==> src/tcpp_pkg.sv <==
// Purpose: constants and types for the two-channel timer pwm block
// Assumes: axi4-lite register access, 32-bit data
// Notes:   register offsets are byte addresses
package tcpp_pkg;
    localparam logic [7:0]  ADDR_CLOCK_GATE   = 8'h00;
    localparam logic [7:0]  ADDR_PRESCALER    = 8'h04;
    localparam logic [7:0]  ADDR_MASTER_MODE  = 8'h08;
    localparam logic [7:0]  ADDR_MASTER_PER   = 8'h0C;
    localparam logic [7:0]  ADDR_SLAVE_MODE   = 8'h10;
    localparam logic [7:0]  ADDR_SLAVE_DUTY   = 8'h14;
    localparam logic [7:0]  ADDR_OUT_CTRL     = 8'h18;
    localparam logic [7:0]  ADDR_START        = 8'h1C;
    localparam logic [7:0]  ADDR_STATUS       = 8'h20;
    localparam logic [7:0]  ADDR_COUNT0       = 8'h24;
    localparam logic [7:0]  ADDR_COUNT1       = 8'h28;
    localparam int          GATE_BIT          = 0;
    localparam int          CKS_HI            = 15;
    localparam int          CKS_LO            = 14;
    localparam int          CCS_BIT           = 12;
    localparam int          MS_BIT            = 11;
    localparam int          STS_HI            = 10;
    localparam int          STS_LO            = 8;
    localparam int          CIS_HI            = 7;
    localparam int          CIS_LO            = 6;
    localparam int          MD_HI             = 3;
    localparam int          MD_LO             = 1;
    localparam int          MD0_BIT           = 0;
    localparam int          OM_BIT            = 0;
    localparam int          OE_BIT            = 1;
    localparam int          OUTV_BIT          = 2;
    localparam logic [15:0] MODE_RESET        = 16'h0000;
    localparam logic [15:0] DATA_RESET        = 16'h0000;
    localparam logic [3:0]  PRS_RESET         = 4'h0;
    localparam logic [2:0]  MD_INTERVAL       = 3'h0;
    localparam logic [2:0]  MD_CAPTURE        = 3'h2;
    localparam logic [2:0]  MD_EVENT          = 3'h3;
    localparam logic [2:0]  MD_ONECOUNT       = 3'h4;
    localparam logic [2:0]  MD_CAP_ONE        = 3'h6;
    localparam logic [2:0]  STS_SOFT          = 3'h0;
    localparam logic [2:0]  STS_EDGE          = 3'h1;
    localparam logic [2:0]  STS_BOTH          = 3'h2;
    localparam logic [2:0]  STS_MASTER        = 3'h4;
    localparam logic [1:0]  RESP_OKAY         = 2'h0;
    localparam logic [1:0]  RESP_SLVERR       = 2'h2;

    typedef struct packed {
        logic [1:0] operating_clock_select;
        logic       count_clock_source;
        logic       split_or_master;
        logic [2:0] trigger_source_field;
        logic [1:0] input_edge_field;
        logic [2:0] operating_mode_field;
        logic       start_behaviour_bit;
    } tcpp_mode_type;

    function automatic tcpp_mode_type tcpp_unpack(input logic [15:0] r);
        tcpp_mode_type m;
        m.operating_clock_select = r[CKS_HI:CKS_LO];
        m.count_clock_source     = r[CCS_BIT];
        m.split_or_master        = r[MS_BIT];
        m.trigger_source_field   = r[STS_HI:STS_LO];
        m.input_edge_field       = r[CIS_HI:CIS_LO];
        m.operating_mode_field   = r[MD_HI:MD_LO];
        m.start_behaviour_bit    = r[MD0_BIT];
        return m;
    endfunction : tcpp_unpack
endpackage : tcpp_pkg

==> src/tcpp_timer.sv <==
// Purpose: timer unit with master/slave channel pair making pwm
// Assumes: inputs synchronous to clk; software keeps its setup order
// Notes:   register access over axi4-lite, one word per register
// How it works
// - clock gate bit 0 stops the prescaler and count clocks; 1 lets them run
// - four-bit (first, second) and two-bit (third, fourth) prescale fields divide clk by two to the field power
// - mode bits 15:14 pick prescaled clock first, third, second, fourth
// - bit 12 picks operating clock or input pin valid edges for counting
// - channel 0 bit 11 makes it group master, else independent
// - channel 1 bit 11 picks 16-bit (0) or 8-bit (1) counting
// - trigger field: software, pin edge, both edges, master interrupt
// - edge field: falling, rising, or both with start/capture edge order
// - mode bits 3:1 pick interval, capture, event, one-count, capture one-count
// - interval/capture with bit 0 set interrupt and toggle at count start
// - one-count with bit 0 set restarts on retrigger with interrupt
// - event and capture one-count: no start interrupt, retrigger ignored
// - master period equals data value plus one count clocks
// - slave output set by master interrupt, cleared by slave interrupt
// - duty equals slave data over master data plus one
// - writing 1 to start bit sets operation flag; 0 does nothing
// - output enable 1 gives timer output; 0 shows software level
//
// Chosen here: register access over AXI4-Lite and the placing of the registers.
`timescale 1ns/1ps
module tcpp_timer
    import tcpp_pkg::*;
#(
    parameter int WIDTH = 16
) (
    input  wire logic        clk,
    input  wire logic        rst,
    input  wire logic [7:0]  s_axi_awaddr,
    input  wire logic        s_axi_awvalid,
    output logic             s_axi_awready,
    input  wire logic [31:0] s_axi_wdata,
    input  wire logic [3:0]  s_axi_wstrb,
    input  wire logic        s_axi_wvalid,
    output logic             s_axi_wready,
    output logic [1:0]       s_axi_bresp,
    output logic             s_axi_bvalid,
    input  wire logic        s_axi_bready,
    input  wire logic [7:0]  s_axi_araddr,
    input  wire logic        s_axi_arvalid,
    output logic             s_axi_arready,
    output logic [31:0]      s_axi_rdata,
    output logic [1:0]       s_axi_rresp,
    output logic             s_axi_rvalid,
    input  wire logic        s_axi_rready,
    input  wire logic        channel_zero_input_pin,
    input  wire logic        channel_one_input_pin,
    output logic             pwm_output_pin,
    output logic             master_expiry_interrupt,
    output logic             slave_expiry_interrupt
);
    if (WIDTH != 16) begin : g_chk
        $error("tcpp_timer: only WIDTH 16 is supported");
    end

    logic        timer_unit_clock_gate;
    logic [15:0] prescaler_reg;
    logic [15:0] master_mode;
    logic [15:0] master_period;
    logic [15:0] slave_mode;
    logic [15:0] slave_duty_value;
    logic [2:0]  out_ctrl;
    logic [1:0]  channel_operation_flag;
    logic [15:0] count0;
    logic [15:0] count1;
    logic [14:0] divider;
    logic [14:0] divider_prev;
    logic        pin0_prev;
    logic        pin1_prev;
    logic        timer_out;

    // write path: address and data latch independently, either order
    logic        aw_held;
    logic        w_held;
    logic [7:0]  aw_addr;
    logic [31:0] w_data;
    logic [3:0]  w_strb;

    assign s_axi_awready = !aw_held && !s_axi_bvalid;
    assign s_axi_wready  = !w_held && !s_axi_bvalid;
    wire do_write = aw_held && w_held && !s_axi_bvalid;
    wire wr_lo    = w_strb[0];
    wire wr_hi    = w_strb[1];
    wire [7:0] wa = aw_addr;
    wire wa_known = wa == ADDR_CLOCK_GATE || wa == ADDR_PRESCALER || wa == ADDR_MASTER_MODE
                 || wa == ADDR_MASTER_PER || wa == ADDR_SLAVE_MODE || wa == ADDR_SLAVE_DUTY
                 || wa == ADDR_OUT_CTRL || wa == ADDR_START;
    wire start_wr = do_write && wa == ADDR_START && wr_lo;

    always_ff @(posedge clk or posedge rst) begin
        if (rst) begin
            aw_held      <= 1'b0;
            w_held       <= 1'b0;
            aw_addr      <= 8'h00;
            w_data       <= 32'h0000_0000;
            w_strb       <= 4'h0;
            s_axi_bvalid <= 1'b0;
            s_axi_bresp  <= RESP_OKAY;
        end else begin
            if (s_axi_awvalid && s_axi_awready) begin
                aw_held <= 1'b1;
                aw_addr <= s_axi_awaddr;
            end
            if (s_axi_wvalid && s_axi_wready) begin
                w_held <= 1'b1;
                w_data <= s_axi_wdata;
                w_strb <= s_axi_wstrb;
            end
            if (do_write) begin
                aw_held      <= 1'b0;
                w_held       <= 1'b0;
                s_axi_bvalid <= 1'b1;
                s_axi_bresp  <= wa_known ? RESP_OKAY : RESP_SLVERR;
            end else if (s_axi_bready) begin
                s_axi_bvalid <= 1'b0;
            end
        end
    end

    // register storage, all clear at reset
    always_ff @(posedge clk or posedge rst) begin
        if (rst) begin
            timer_unit_clock_gate <= 1'b0;
            prescaler_reg         <= DATA_RESET;
            master_mode           <= MODE_RESET;
            master_period         <= DATA_RESET;
            slave_mode            <= MODE_RESET;
            slave_duty_value      <= DATA_RESET;
            out_ctrl              <= 3'h0;
        end else if (do_write) begin
            if (wa == ADDR_CLOCK_GATE && wr_lo) timer_unit_clock_gate <= w_data[GATE_BIT];
            if (wa == ADDR_PRESCALER && wr_lo) prescaler_reg[7:0] <= w_data[7:0];
            if (wa == ADDR_PRESCALER && wr_hi) prescaler_reg[15:8] <= w_data[15:8];
            if (wa == ADDR_MASTER_MODE && wr_lo) master_mode[7:0] <= w_data[7:0];
            if (wa == ADDR_MASTER_MODE && wr_hi) master_mode[15:8] <= w_data[15:8];
            if (wa == ADDR_MASTER_PER && wr_lo) master_period[7:0] <= w_data[7:0];
            if (wa == ADDR_MASTER_PER && wr_hi) master_period[15:8] <= w_data[15:8];
            if (wa == ADDR_SLAVE_MODE && wr_lo) slave_mode[7:0] <= w_data[7:0];
            if (wa == ADDR_SLAVE_MODE && wr_hi) slave_mode[15:8] <= w_data[15:8];
            if (wa == ADDR_SLAVE_DUTY && wr_lo) slave_duty_value[7:0] <= w_data[7:0];
            if (wa == ADDR_SLAVE_DUTY && wr_hi) slave_duty_value[15:8] <= w_data[15:8];
            if (wa == ADDR_OUT_CTRL && wr_lo) out_ctrl[1:0] <= w_data[1:0];
            // software level write ignored while timer owns the pin
            if (wa == ADDR_OUT_CTRL && wr_lo && !out_ctrl[OE_BIT]) out_ctrl[OUTV_BIT] <= w_data[OUTV_BIT];
        end
    end

    // read path
    logic [31:0] rd_mux;
    wire [7:0] ra = s_axi_araddr;
    assign s_axi_arready = !s_axi_rvalid;
    always_comb begin
        case (ra)
            ADDR_CLOCK_GATE:  rd_mux = {31'h0, timer_unit_clock_gate};
            ADDR_PRESCALER:   rd_mux = {16'h0, prescaler_reg};
            ADDR_MASTER_MODE: rd_mux = {16'h0, master_mode};
            ADDR_MASTER_PER:  rd_mux = {16'h0, master_period};
            ADDR_SLAVE_MODE:  rd_mux = {16'h0, slave_mode};
            ADDR_SLAVE_DUTY:  rd_mux = {16'h0, slave_duty_value};
            ADDR_OUT_CTRL:    rd_mux = {29'h0, out_ctrl};
            ADDR_START:       rd_mux = 32'h0000_0000;
            ADDR_STATUS:      rd_mux = {29'h0, pwm_output_pin, channel_operation_flag};
            ADDR_COUNT0:      rd_mux = {16'h0, count0};
            ADDR_COUNT1:      rd_mux = {16'h0, count1};
            default:          rd_mux = 32'h0000_0000;
        endcase
    end
    wire ra_known = ra <= ADDR_COUNT1 && ra[1:0] == 2'h0;

    always_ff @(posedge clk or posedge rst) begin
        if (rst) begin
            s_axi_rvalid <= 1'b0;
            s_axi_rdata  <= 32'h0000_0000;
            s_axi_rresp  <= RESP_OKAY;
        end else if (s_axi_arvalid && s_axi_arready) begin
            s_axi_rvalid <= 1'b1;
            s_axi_rdata  <= rd_mux;
            s_axi_rresp  <= ra_known ? RESP_OKAY : RESP_SLVERR;
        end else if (s_axi_rready) begin
            s_axi_rvalid <= 1'b0;
        end
    end

    // prescaler: a bit falling in the free divider marks one period of clk/2^n
    always_ff @(posedge clk or posedge rst) begin
        if (rst) begin
            divider      <= 15'h0000;
            divider_prev <= 15'h0000;
        end else if (timer_unit_clock_gate) begin
            divider      <= divider + 15'h0001;
            divider_prev <= divider;
        end
    end
    logic [15:0] tick_n;
    assign tick_n = {divider_prev & ~divider, 1'b1};
    wire [3:0] prs0 = prescaler_reg[3:0];
    wire tick_first = timer_unit_clock_gate && tick_n[prs0];
    wire [3:0] prs1 = prescaler_reg[7:4];
    wire [3:0] prs2 = {2'h0, prescaler_reg[9:8]};
    wire [3:0] prs3 = {2'h0, prescaler_reg[13:12]};
    wire tick_second = timer_unit_clock_gate && tick_n[prs1];
    wire tick_third  = timer_unit_clock_gate && tick_n[prs2];
    wire tick_fourth = timer_unit_clock_gate && tick_n[prs3];

    tcpp_mode_type m0;
    tcpp_mode_type m1;
    assign m0 = tcpp_unpack(master_mode);
    assign m1 = tcpp_unpack(slave_mode);

    function automatic logic pick_tick(input logic [1:0] sel, input logic a, input logic b,
                                       input logic c, input logic d);
        case (sel)
            2'h0:    pick_tick = a;
            2'h1:    pick_tick = c;
            2'h2:    pick_tick = b;
            default: pick_tick = d;
        endcase
    endfunction : pick_tick

    // pin edges
    always_ff @(posedge clk or posedge rst) begin
        if (rst) begin
            pin0_prev <= 1'b0;
            pin1_prev <= 1'b0;
        end else begin
            pin0_prev <= channel_zero_input_pin;
            pin1_prev <= channel_one_input_pin;
        end
    end
    wire rise0 = channel_zero_input_pin && !pin0_prev;
    wire fall0 = !channel_zero_input_pin && pin0_prev;
    wire rise1 = channel_one_input_pin && !pin1_prev;
    wire fall1 = !channel_one_input_pin && pin1_prev;
    wire edge0 = m0.input_edge_field == 2'h0 ? fall0 : m0.input_edge_field == 2'h1 ? rise0 : (rise0 || fall0);
    wire edge1 = m1.input_edge_field == 2'h0 ? fall1 : m1.input_edge_field == 2'h1 ? rise1 : (rise1 || fall1);
    wire start_edge0 = m0.input_edge_field[1] ? (m0.input_edge_field[0] ? rise0 : fall0) : edge0;
    wire start_edge1 = m1.input_edge_field[1] ? (m1.input_edge_field[0] ? rise1 : fall1) : edge1;

    // count clock: operating clock or pin valid edge
    wire op_tick0 = pick_tick(m0.operating_clock_select, tick_first, tick_second, tick_third, tick_fourth);
    wire op_tick1 = pick_tick(m1.operating_clock_select, tick_first, tick_second, tick_third, tick_fourth);
    wire cnt_tick0 = timer_unit_clock_gate && (m0.count_clock_source ? edge0 : op_tick0);
    wire cnt_tick1 = timer_unit_clock_gate && (m1.count_clock_source ? edge1 : op_tick1);

    // start-trigger bits and operation flags
    logic [1:0] sw_start;
    assign sw_start = start_wr ? w_data[1:0] : 2'h0;
    // the write that sets a flag may start its channel in the same edge
    wire [1:0] enabled_now = channel_operation_flag | sw_start;
    always_ff @(posedge clk or posedge rst) begin
        if (rst) begin
            channel_operation_flag <= 2'h0;
        end else begin
            channel_operation_flag <= enabled_now;
        end
    end

    // external start triggers
    function automatic logic ext_trig(input logic [2:0] sts, input logic e, input logic st, input logic mi);
        case (sts)
            STS_EDGE:   ext_trig = e;
            STS_BOTH:   ext_trig = st;
            STS_MASTER: ext_trig = mi;
            default:    ext_trig = 1'b0;
        endcase
    endfunction : ext_trig

    // channel 0: master sets group period
    wire trig0 = enabled_now[0] && (m0.trigger_source_field == STS_SOFT ? sw_start[0]
              : ext_trig(m0.trigger_source_field, edge0, start_edge0, 1'b0));
    wire down0 = m0.operating_mode_field != MD_CAPTURE && m0.operating_mode_field != MD_CAP_ONE;
    logic run0;
    logic irq0;
    wire start0 = trig0 && (!run0 || (m0.operating_mode_field == MD_ONECOUNT && m0.start_behaviour_bit));
    // start interrupt: interval/capture with bit 0, or one-count retrigger
    wire start_irq0 = m0.start_behaviour_bit && (m0.operating_mode_field == MD_INTERVAL
                   || m0.operating_mode_field == MD_CAPTURE || (run0 && m0.operating_mode_field == MD_ONECOUNT));
    wire zero0 = run0 && cnt_tick0 && down0 && count0 == 16'h0000;
    wire next_irq0 = start0 ? start_irq0 : zero0;
    always_ff @(posedge clk or posedge rst) begin
        if (rst) begin
            count0 <= DATA_RESET;
            run0   <= 1'b0;
            irq0   <= 1'b0;
        end else begin
            irq0 <= next_irq0;
            if (start0) begin
                count0 <= down0 ? master_period : DATA_RESET;
                run0   <= 1'b1;
            end else if (run0 && cnt_tick0) begin
                if (!down0) begin
                    count0 <= count0 + 16'h0001;
                end else if (count0 == 16'h0000) begin
                    // period = data + 1 count clocks
                    if (m0.operating_mode_field == MD_INTERVAL) count0 <= master_period;
                    else if (m0.operating_mode_field != MD_EVENT) run0 <= 1'b0;
                    else count0 <= master_period;
                end else begin
                    count0 <= count0 - 16'h0001;
                end
            end
        end
    end
    wire master_irq_to_group = next_irq0 && m0.split_or_master;

    // channel 1: one-count slave
    wire trig1 = enabled_now[1] && (m1.trigger_source_field == STS_SOFT ? sw_start[1]
              : ext_trig(m1.trigger_source_field, edge1, start_edge1, master_irq_to_group));
    wire down1 = m1.operating_mode_field != MD_CAPTURE && m1.operating_mode_field != MD_CAP_ONE;
    // 8-bit mode loads only the low byte of the data
    wire [15:0] load1 = m1.split_or_master ? {8'h00, slave_duty_value[7:0]} : slave_duty_value;
    logic run1;
    logic irq1;
    // one-count stops as it reaches zero, so the pin is high for data ticks
    wire last1 = count1 == 16'h0000 || (count1 == 16'h0001 && m1.operating_mode_field == MD_ONECOUNT);
    always_ff @(posedge clk or posedge rst) begin
        if (rst) begin
            count1 <= DATA_RESET;
            run1   <= 1'b0;
            irq1   <= 1'b0;
        end else begin
            irq1 <= 1'b0;
            // capture one-count and bit 0 clear ignore retriggers
            if (trig1 && (!run1 || (m1.operating_mode_field == MD_ONECOUNT && m1.start_behaviour_bit))) begin
                count1 <= down1 ? load1 : DATA_RESET;
                run1   <= 1'b1;
                irq1   <= m1.start_behaviour_bit && (m1.operating_mode_field == MD_INTERVAL
                       || m1.operating_mode_field == MD_CAPTURE || (run1 && m1.operating_mode_field == MD_ONECOUNT));
            end else if (run1 && cnt_tick1) begin
                if (!down1) begin
                    count1 <= count1 + 16'h0001;
                end else if (last1) begin
                    irq1 <= 1'b1;
                    if (m1.operating_mode_field == MD_INTERVAL || m1.operating_mode_field == MD_EVENT) count1 <= load1;
                    else run1 <= 1'b0;
                    if (m1.operating_mode_field == MD_ONECOUNT) count1 <= DATA_RESET;
                end else begin
                    count1 <= count1 - 16'h0001;
                end
            end
        end
    end

    // slave output: set by master, clear by slave; duty = duty/(period+1)
    always_ff @(posedge clk or posedge rst) begin
        if (rst) begin
            timer_out <= 1'b0;
        end else if (out_ctrl[OM_BIT]) begin
            if (irq1) timer_out <= 1'b0;
            else if (irq0) timer_out <= 1'b1;
        end else if (irq1) begin
            timer_out <= !timer_out;
        end
    end
    assign pwm_output_pin          = out_ctrl[OE_BIT] ? timer_out : out_ctrl[OUTV_BIT];
    assign master_expiry_interrupt = irq0;
    assign slave_expiry_interrupt  = irq1;
endmodule : tcpp_timer

==> config.mk <==
export PLATFORM = sky130hd
export DESIGN_NAME = tcpp_timer
export DESIGN_NICKNAME = d
export VERILOG_FILES = /design/src/tcpp_pkg.sv /design/src/tcpp_timer.sv
export SDC_FILE = /design/constraint.sdc
export NUM_CORES = 1
export LEC_CHECK = 0
export BUFFER_PORTS_ARGS = -buffer_cell sky130_fd_sc_hd__buf_2
export CELL_PAD_IN_SITES_DETAIL_PLACEMENT = 0
export CELL_PAD_IN_SITES_GLOBAL_PLACEMENT = 1
export CORE_MARGIN = 4
export CORE_UTILIZATION = 35
export CTS_CLUSTER_SIZE = 14
export DETAILED_ROUTE_END_ITERATION = 12
export HOLD_SLACK_MARGIN = 0.12
export PLACE_DENSITY = 0.64
export SYNTH_ARGS = -nofsm -noshare
export SYNTH_HDL_FRONTEND = slang
export SYNTH_SLANG_ARGS = --single-unit
export TNS_END_PERCENT = 1
==> constraint.sdc <==
create_clock -name clk -period 8.1 [get_ports clk]
set_input_delay 1.215 -clock clk [delete_from_list [all_inputs] [get_ports clk]]
set_output_delay 1.215 -clock clk [all_outputs]
set_load 0.03 [all_outputs]
==> results of run 1 <==
-- routing by layer --
layer / share of wire (%) / vias to the layer above
li1: - / 4302
met1: 45 / 4605
met2: 45 / 280
met3: 6.4 / 53
met4: 3.2 / 0
met5: 0 / -
-- power by group through the flow --
stage / Combinational (mW) / Clock [mW] / Sequential [mW]
floorplan: 0.526 / 0 / 1.28
global placement: 0.635 / 0 / 1.40
detailed placement: 0.644 / 0 / 1.41
CTS: 0.648 / 1.21 / 1.39
global route: 0.726 / 1.25 / 1.41
finish: 0.645 / 1.18 / 1.39
-- worst min-delay path by stage --
| stage | from | to | slack [ps] | cells past startpoint |
|---|---|---|---|---|
| after floorplan | run1 | run1 | 450 | 1 |
| after global placement | s_axi_rdata[15] | s_axi_rdata[15] | 460 | 2 |
| after detailed placement | s_axi_rdata[9] | s_axi_rdata[9] | 470 | 2 |
| after CTS | s_axi_rdata[9] | s_axi_rdata[9] | 480 | 2 |
| after global routing | s_axi_rdata[14] | s_axi_rdata[14] | 490 | 2 |
| final | s_axi_rdata[12] | s_axi_rdata[12] | 470 | 2 |
-- tightest hold or removal path: cells and delay by family, from the launching register on --
kind               cells  cell delay [ps]
and+or+nand+nor        1               40
DFF                    1              340
AOI/OAI and AO/OA      1               60
-- cells by family after synthesis --
family	synth area share, %
flops	44.8
fa+ha+maj	1.30
simple gates	15.9
mux	12.9
compound gates	18.0
xor+xnor	2.47
other cells	0.0331
buf+inv	4.55
-- layout make-up --
cell class / instances / area share, %
Sequential cell: 203 / 39.5
Tap cell: 402 / 3.91
Timing Repair Buffer: 83 / 3.52
Multi-Input combinational cell: 849 / 45.2
Clock inverter: 12 / 1.20
Clock buffer: 33 / 5.65
Inverter: 31 / 0.964
-- placed cells by master (no fill, tap or decap), types with 8 or more instances in the layout --
cell	count
dfrtp_1	203
xor2_1	10
nand2_1	123
nand4_1	13
nand3_1	28
and3_1	11
nor4_1	8
ha_1	11
a22oi_1	25
xnor2_1	22
conb_1	18
nor3_1	12
nand2b_1	14
mux2_2	115
a222oi_1	14
o21ai_0	64
a31oi_1	11
inv_1	30
a221oi_1	22
a21oi_1	68
or3_1	9
clkbuf_16	25
o32ai_1	9
a211oi_1	17
mux2i_1	8
buf_2	68
a22o_1	12
nor2_1	78
buf_4	15
nand3b_1	11
nor2b_1	23
==> results.cfg, run 1 <==
[run_status]
outcome = finished clean

[setup_path]
worstReg2RegStart = s_axi_bvalid
path_delay_family = compound AO/OA/AOI/OAI gates
ff2ff_setup_slack_ps = 4080
endpoint = count1[15]
critPathLaunch = channel_zero_input_pin
end_kind = flop
r2r_cells = 9
cp_max_fo = 31
slowest_stage = or4b_4
max_stage_delay_ps = 640
crit_chain = buf_2, inv_1, ha_1, and2_1, a211oi_1, o221ai_2, or4b_4, a2111o_1, a31oi_1, o21a_2, a311oi_1, a31o_2
worst-setup-path-type = input pin to flop
crit_arrival_ps = 4540
crit_required_ps = 8510
cp_num_buf_inv = 2
crit_cells = 12
worstReg2RegEnd = count1[15]
critPathLaunchType = input pin

[synth]
synth_cell_types = 74
synthTopCellsByArea = dfrtp_1 45%, mux2_2 11%, nand2_1 4.1%
yosys_register_bits = 203
synthTopCellsByCount = 203 x dfrtp_1, 123 x nand2_1, 115 x mux2_2
synth_ff_type = dfrtp_1
synth.most_common_cell = dfrtp_1
synth_edf_count = 0
synth_cells = 1152
syn-cell-area_mm2 = 0.0113
netlist.area_leader.share_pct = 44.8
ys_seq_area_share_pct = 44.8
synth_area_per_cell_um2 = 9.83
synth_top_cell_by_area = dfrtp_1
ys.warnings.count = 0
async_reset_ff_share_pct = 100

[clock_network]
cts_buffers = 25
path_clk_slew_ps = 60
ctsLongestPathBuffers = 3
cts_setup_buffers = 0
insertion_delay_ps = 530
cts_resized = 0
cts.sinks = 203
h-tree-depth = 1
ctsHoldBuffers = 0
cts_tree = done
root_buffer = clkbuf_16

[power]
p_clk_share_pct = 36.6
p_per_area_mw_per_mm2 = 250
p_leak_nw = 5.71
intPower_mw = 2.16
p_total_mw = 3.21
combPwrFrac_pct = 20.1
pwr-share-seq_pct = 43.3
swShare_pct = 32.9
ir_drop_uv = 196
power.switching_mw = 1.06

[timing]
holdWs_ps = 471
finalHoldViolCount = 0
slew_headroom_pct = 19.6
fin_skew_ps = 10.7
tns_ps = 0
setup_viol = 0
fin_ws_ps = 3980
tightest_slew_ps = 1200
fin_crit_sh_pct = 50.9
slew_violations = 0
max_freq_mhz = 243
period_minus_slack_ps = 4120
rsz0062_at_grt = no

[placed_design]
io_buffers = 68
place_congestion = 0.869
dp_cells = 1568
dp_slack_ps = 3440
dpl_cell_area_mm2 = 0.0120
dp_hpwl_um = 25200

[cells_and_area]
stdcell_area_mm2 = 0.0128
register_area_mm2 = 0.00508
diodes = 0
fin_cells = 1613
nets = 1265
multiInputGateArea_mm2 = 0.00581
synthToLayoutAreaGrowth_pct = 13.4
utilization_pct = 40.5
drive_gt1_share_pct = 22.0
num-fill-cells = 3186

[job]
max-cap-violations = 0

[routing]
viasPerCell = 5.73
vias = 9240
ant_nets = 0
wl_per_cell_um = 21.9
dr.pass1.iters = 5
wirelength_um = 35300
drt_iter0_markers = 809
drc = 0

[floorplanning]
dieWidth_um = 188
core_mm2 = 0.0317
start_util_pct = 35.7
fp.dieH_um = 188
die_area_mm2 = 0.0353
fp-row-count = 65
ios = 105

[global_route]
grt.busiest_layer = met2
gr-usage-met3_pct = 3.76
grt_pass1_wl_um = 54700
grt_pass1_vias = 8907
grt_use_met1_pct = 27.7
overflow = 0
met2_usage_pct = 30.5
grt_max_degree = 131
grt_usage_pct = 19.6
antenna_found_initial = 1

[hold_path]
hold_class = flop to flop
No activity file was read; power rests on OpenSTA's default activity.
==> run 2: changes to the inputs <==
PLACE_DENSITY = 0.66   (was 0.64)
clock period = 3.3 ns   (was 8.1 ns; I/O delays follow)
==> results.cfg, run 2 (same netlist as run 1, synthesis figures left out) <==
[run_status]
outcome = finished clean

[hold_path]
hold_class = input pin to flop
hold_end = s_axi_bvalid
hold_start = s_axi_bready
min_path_cells = 2

[routing]
wirelength_um = 36000
ant_nets = 0
drt_iter0_markers = 945
wl_per_cell_um = 21.4
vias = 9609
drc = 0
dr.pass1.iters = 7
viasPerCell = 5.71

[cells_and_area]
fin_cells = 1683
num-fill-cells = 3139
diodes = 0
utilization_pct = 42.2
most-common-layout-cells = 203 x dfrtp_1, 123 x nand2_1, 115 x mux2_2
drive_gt1_share_pct = 25.8
synthToLayoutAreaGrowth_pct = 18.2
layout_commonest_cell = dfrtp_1
nets = 1338

[power]
combPwrFrac_pct = 23.4
swShare_pct = 33.2
pwr-share-seq_pct = 42.9
p_per_area_mw_per_mm2 = 583
p_leak_nw = 6.04
p_clk_share_pct = 33.7
intPower_mw = 5.21
p_total_mw = 7.81
ir_drop_uv = 633
power.switching_mw = 2.60

[timing]
finalHoldViolCount = 0
fin_crit_sh_pct = 99.2
holdWs_ps = 145
fin_skew_ps = 15.3
fin_ws_ps = 24.9
setup_viol = 0
period_minus_slack_ps = 3280
max_freq_mhz = 305
tightest_slew_ps = 1080
rsz0062_at_grt = yes
slew_headroom_pct = 27.8
slew_violations = 0

[floorplanning]
die_area_mm2 = 0.0353
ios = 105
fp-row-count = 65
core_mm2 = 0.0317
fp.dieH_um = 188
dieWidth_um = 188
start_util_pct = 35.7

[setup_path]
max_stage_delay_ps = 560
crit_arrival_ps = 3740
crit_cells = 12
ff2ff_setup_slack_ps = 20
worst-setup-path-type = flop to flop
cp_max_fo = 10
path_delay_family = simple AND/OR/NAND/NOR gates
end_kind = flop
r2r_cells = 12
slowest_stage = or4b_4
crit_chain = or4b_4, nor4b_4, buf_4, o221ai_2, or4b_4, a2111o_1, a31oi_2, o21a_2, buf_4, clkbuf_16, a221oi_1, a21oi_1
worstReg2RegStart = aw_addr[7]
crit_required_ps = 3760
critPathLaunchType = flop
cp_num_buf_inv = 3
worstReg2RegEnd = count1[4]

[global_route]
grt_max_degree = 104
grt_pass1_wl_um = 55900
grt_usage_pct = 19.9
grt_pass1_vias = 9388
overflow = 0
antenna_found_initial = 2

[placed_design]
place_congestion = 0.906
dp_slack_ps = -118
dp_cells = 1638
dp_hpwl_um = 26500
io_buffers = 68

[clock_network]
cts_tree = done
h-tree-depth = 1
path_clk_slew_ps = 60
ctsLongestPathBuffers = 3
cts_buffers = 24
insertion_delay_ps = 530
cts.sinks = 203
root_buffer = clkbuf_16

[job]
max-cap-violations = 0
run 2: cell count changes in the layout (fill, tap and decap cells not counted), sizes merged:
cell         change
bufinv           -1
clkbuf           +2
clkinv           -2
dlygate4sd3      +2
inv              -2
buf             +71
run 2: worst reg2reg max path: cells and delay by family (launching register included):
kind | cells | cell delay [ps]
buffers and inverters | 3 | 460
AND/OR/NAND/NOR | 3 | 1300
AO/OA/AOI/OAI | 6 | 1070
flip-flops | 1 | 370
run 2: area by class of cell:
class	count	area [um^2]	share of cell area, %
inverters	31	120	0.897
clock buffers	34	668	4.99
multi-input cells	849	5820	43.5
well taps	402	503	3.76
flip-flops and latches	203	5080	37.9
clock inverters	7	101	0.757
repair buffers	157	1090	8.17
run 2: repair_timing:
action,in CTS,in global routing
setup endpoints to repair,4,15
resized for setup,1,2
hold buffers,2,0
gates cloned,0,1
pin swaps,0,1
buffers inserted,0,1
endpoints found under the hold margin,3,0
run 2: worst max-delay path by stage:
stage                             to  slack, ps                    from
after CTS                 count1[15]         10              aw_addr[7]
after detailed placement  count1[14]       -120  channel_zero_input_pin
after global routing      count1[13]       -100              aw_addr[7]
final                      count1[4]         20              aw_addr[7]
after floorplan            count1[1]        140            s_axi_bvalid
after global placement    count1[15]        -90  channel_zero_input_pin
run 2: through the flow:
step,area [um^2],TNS [ps]
after global routing,13400,-855
after global placement,12600,-763
after floorplan,11400,0
after CTS,13400,0
after detailed placement,12600,-1030
final,13400,0
run 2: per-layer routing:
layer	wire length, um	vias to the layer above	global-route usage (%)
met3	1920	68	2.96
li1	-	4455	-
met2	16300	302	31.5
met5	25	-	0
met4	975	4	5.08
met1	16800	4780	28.7
run 2: power by group through the flow:
stage / clock network (mW) / registers (mW) / logic [mW]
after global routing: 2.79 / 3.39 / 2.03
after floorplan: 0 / 3.15 / 1.29
after CTS: 2.69 / 3.34 / 1.83
after global placement: 0 / 3.37 / 1.80
final: 2.63 / 3.35 / 1.83
after detailed placement: 0 / 3.39 / 1.82
==> run 3: changes to the inputs <==
PLACE_DENSITY = 0.64   (was 0.66)
clock period = 3.7 ns   (was 3.3 ns; I/O delays follow)
==> results.cfg, run 3 (same netlist as run 1, synthesis figures left out) <==
[clock_network]
root_buffer = clkbuf_16
cts_tree = done
cts_setup_buffers = 0
ctsHoldBuffers = 0
ctsLongestPathBuffers = 3
cts.sinks = 203
cts_buffers = 25
h-tree-depth = 1
insertion_delay_ps = 540
cts_resized = 0
path_clk_slew_ps = 60

[power]
ir_drop_uv = 476
p_total_mw = 7.03
p_leak_nw = 5.82
p_per_area_mw_per_mm2 = 538

[cells_and_area]
synthToLayoutAreaGrowth_pct = 15.3
nets = 1289
utilization_pct = 41.2
diodes = 0
layout_commonest_cell = dfrtp_1
register_area_mm2 = 0.00508
num-fill-cells = 3173
drive_gt1_share_pct = 23.1
most-common-layout-cells = 203 x dfrtp_1, 123 x nand2_1, 115 x mux2_2
multiInputGateArea_mm2 = 0.00581

[setup_path]
r2r_cells = 10
crit_required_ps = 4120
worstReg2RegStart = s_axi_bvalid
crit_arrival_ps = 3840
critPathLaunchType = flop
endpoint = count1[15]
ff2ff_setup_slack_ps = 280
worstReg2RegEnd = count1[15]
cp_max_fo = 31
critPathLaunch = s_axi_bvalid
end_kind = flop
worst-setup-path-type = flop to flop

[floorplanning]
die_area_mm2 = 0.0353
fp.dieH_um = 188
fp-row-count = 65
core_mm2 = 0.0317
dieWidth_um = 188
start_util_pct = 35.7
ios = 105

[timing]
setup_viol = 0
fin_skew_ps = 15.4
fin_crit_sh_pct = 92.3
max_freq_mhz = 293
period_minus_slack_ps = 3420
tightest_slew_ps = 1180
slew_violations = 0
slew_headroom_pct = 21.3
finalHoldViolCount = 0
tns_ps = 0
rsz0062_at_grt = no

[routing]
vias = 9421
drt_iter0_markers = 752
wirelength_um = 36100
ant_nets = 0
dr.pass1.iters = 8
drc = 0
wl_per_cell_um = 22.0
viasPerCell = 5.75

[hold_path]
min_path_cells = 1
hold_class = input pin to flop

[global_route]
antenna_found_initial = 1
grt_usage_pct = 20.1
grt_pass1_wl_um = 56300
overflow = 0
grt_max_degree = 59
grt_pass1_vias = 9204

[placed_design]
place_congestion = 0.900
dp_hpwl_um = 26500
io_buffers = 68

[job]
max-cap-violations = 0

[run_status]
outcome = finished clean
-- run 3: cell count changes in the layout (fill, tap and decap cells not counted), sizes merged --
| cell | previous run | this run |
|---|---|---|
| dlygate4sd3 | 2 | 0 |
| clkinv | 3 | 4 |
| clkinvlp | 3 | 4 |
| clkbuf | 35 | 34 |
| inv | 30 | 32 |
| bufinv | 2 | 3 |
| buf | 154 | 107 |
-- run 3: routing by layer --
metal | vias to the layer above | share of wire [%] | GRT usage [%]
li1 | 4362 | - | -
met2 | 310 | 46 | 31.6
met1 | 4690 | 45 | 29.0
met3 | 59 | 6.4 | 3.07
met5 | - | 0 | 0.137
met4 | 0 | 2.7 | 5.53
-- run 3: critical path, stage by stage, from the launching register on --
cell and delay, ps:
dfrtp_1 410, or4b_4 560, nor4b_4 410, o221ai_2 160, or4b_4 550, a2111o_1 370
a31oi_1 160, o21a_2 190, buf_12 210, a311oi_1 60, a31o_2 220
-- run 3: stage by stage --
step	std cells	instance area [um^2]	hold WS (ps)	setup WS (ps)
final	1638	13100	161	283
after global placement	1592	12200	459	293
after CTS	1638	13100	135	296
after detailed placement	1592	12200	466	294
after global routing	1638	13100	145	119
after floorplan	1169	11400	450	515
-- run 3: how the worst min path moves through the flow --
stage / startpoint / endpoint / slack (ps)
2_1_floorplan: run1 / run1 / 450
3_3_place_gp: s_axi_rdata[9] / s_axi_rdata[9] / 460
3_5_place_dp: s_axi_rdata[2] / s_axi_rdata[2] / 470
4_1_cts: channel_zero_input_pin / pin0_prev / 130
5_1_grt: channel_zero_input_pin / pin0_prev / 150
6_report: channel_zero_input_pin / pin0_prev / 160
-- run 3: layout make-up --
cell class,instances,share of cell area [%]
multi-input combinational,849,44.5
timing repair buffer,107,5.33
clock buffer,34,5.28
tap,402,3.85
clock inverter,12,1.26
sequential,203,38.9
inverter,31,0.919
-- run 3: where the power goes --
| group | switching, mW | internal (mW) |
|---|---|---|
| clock network | 0.988 | 1.53 |
| logic | 0.819 | 0.662 |
| registers | 0.513 | 2.51 |
| total | 2.32 | 4.70 |
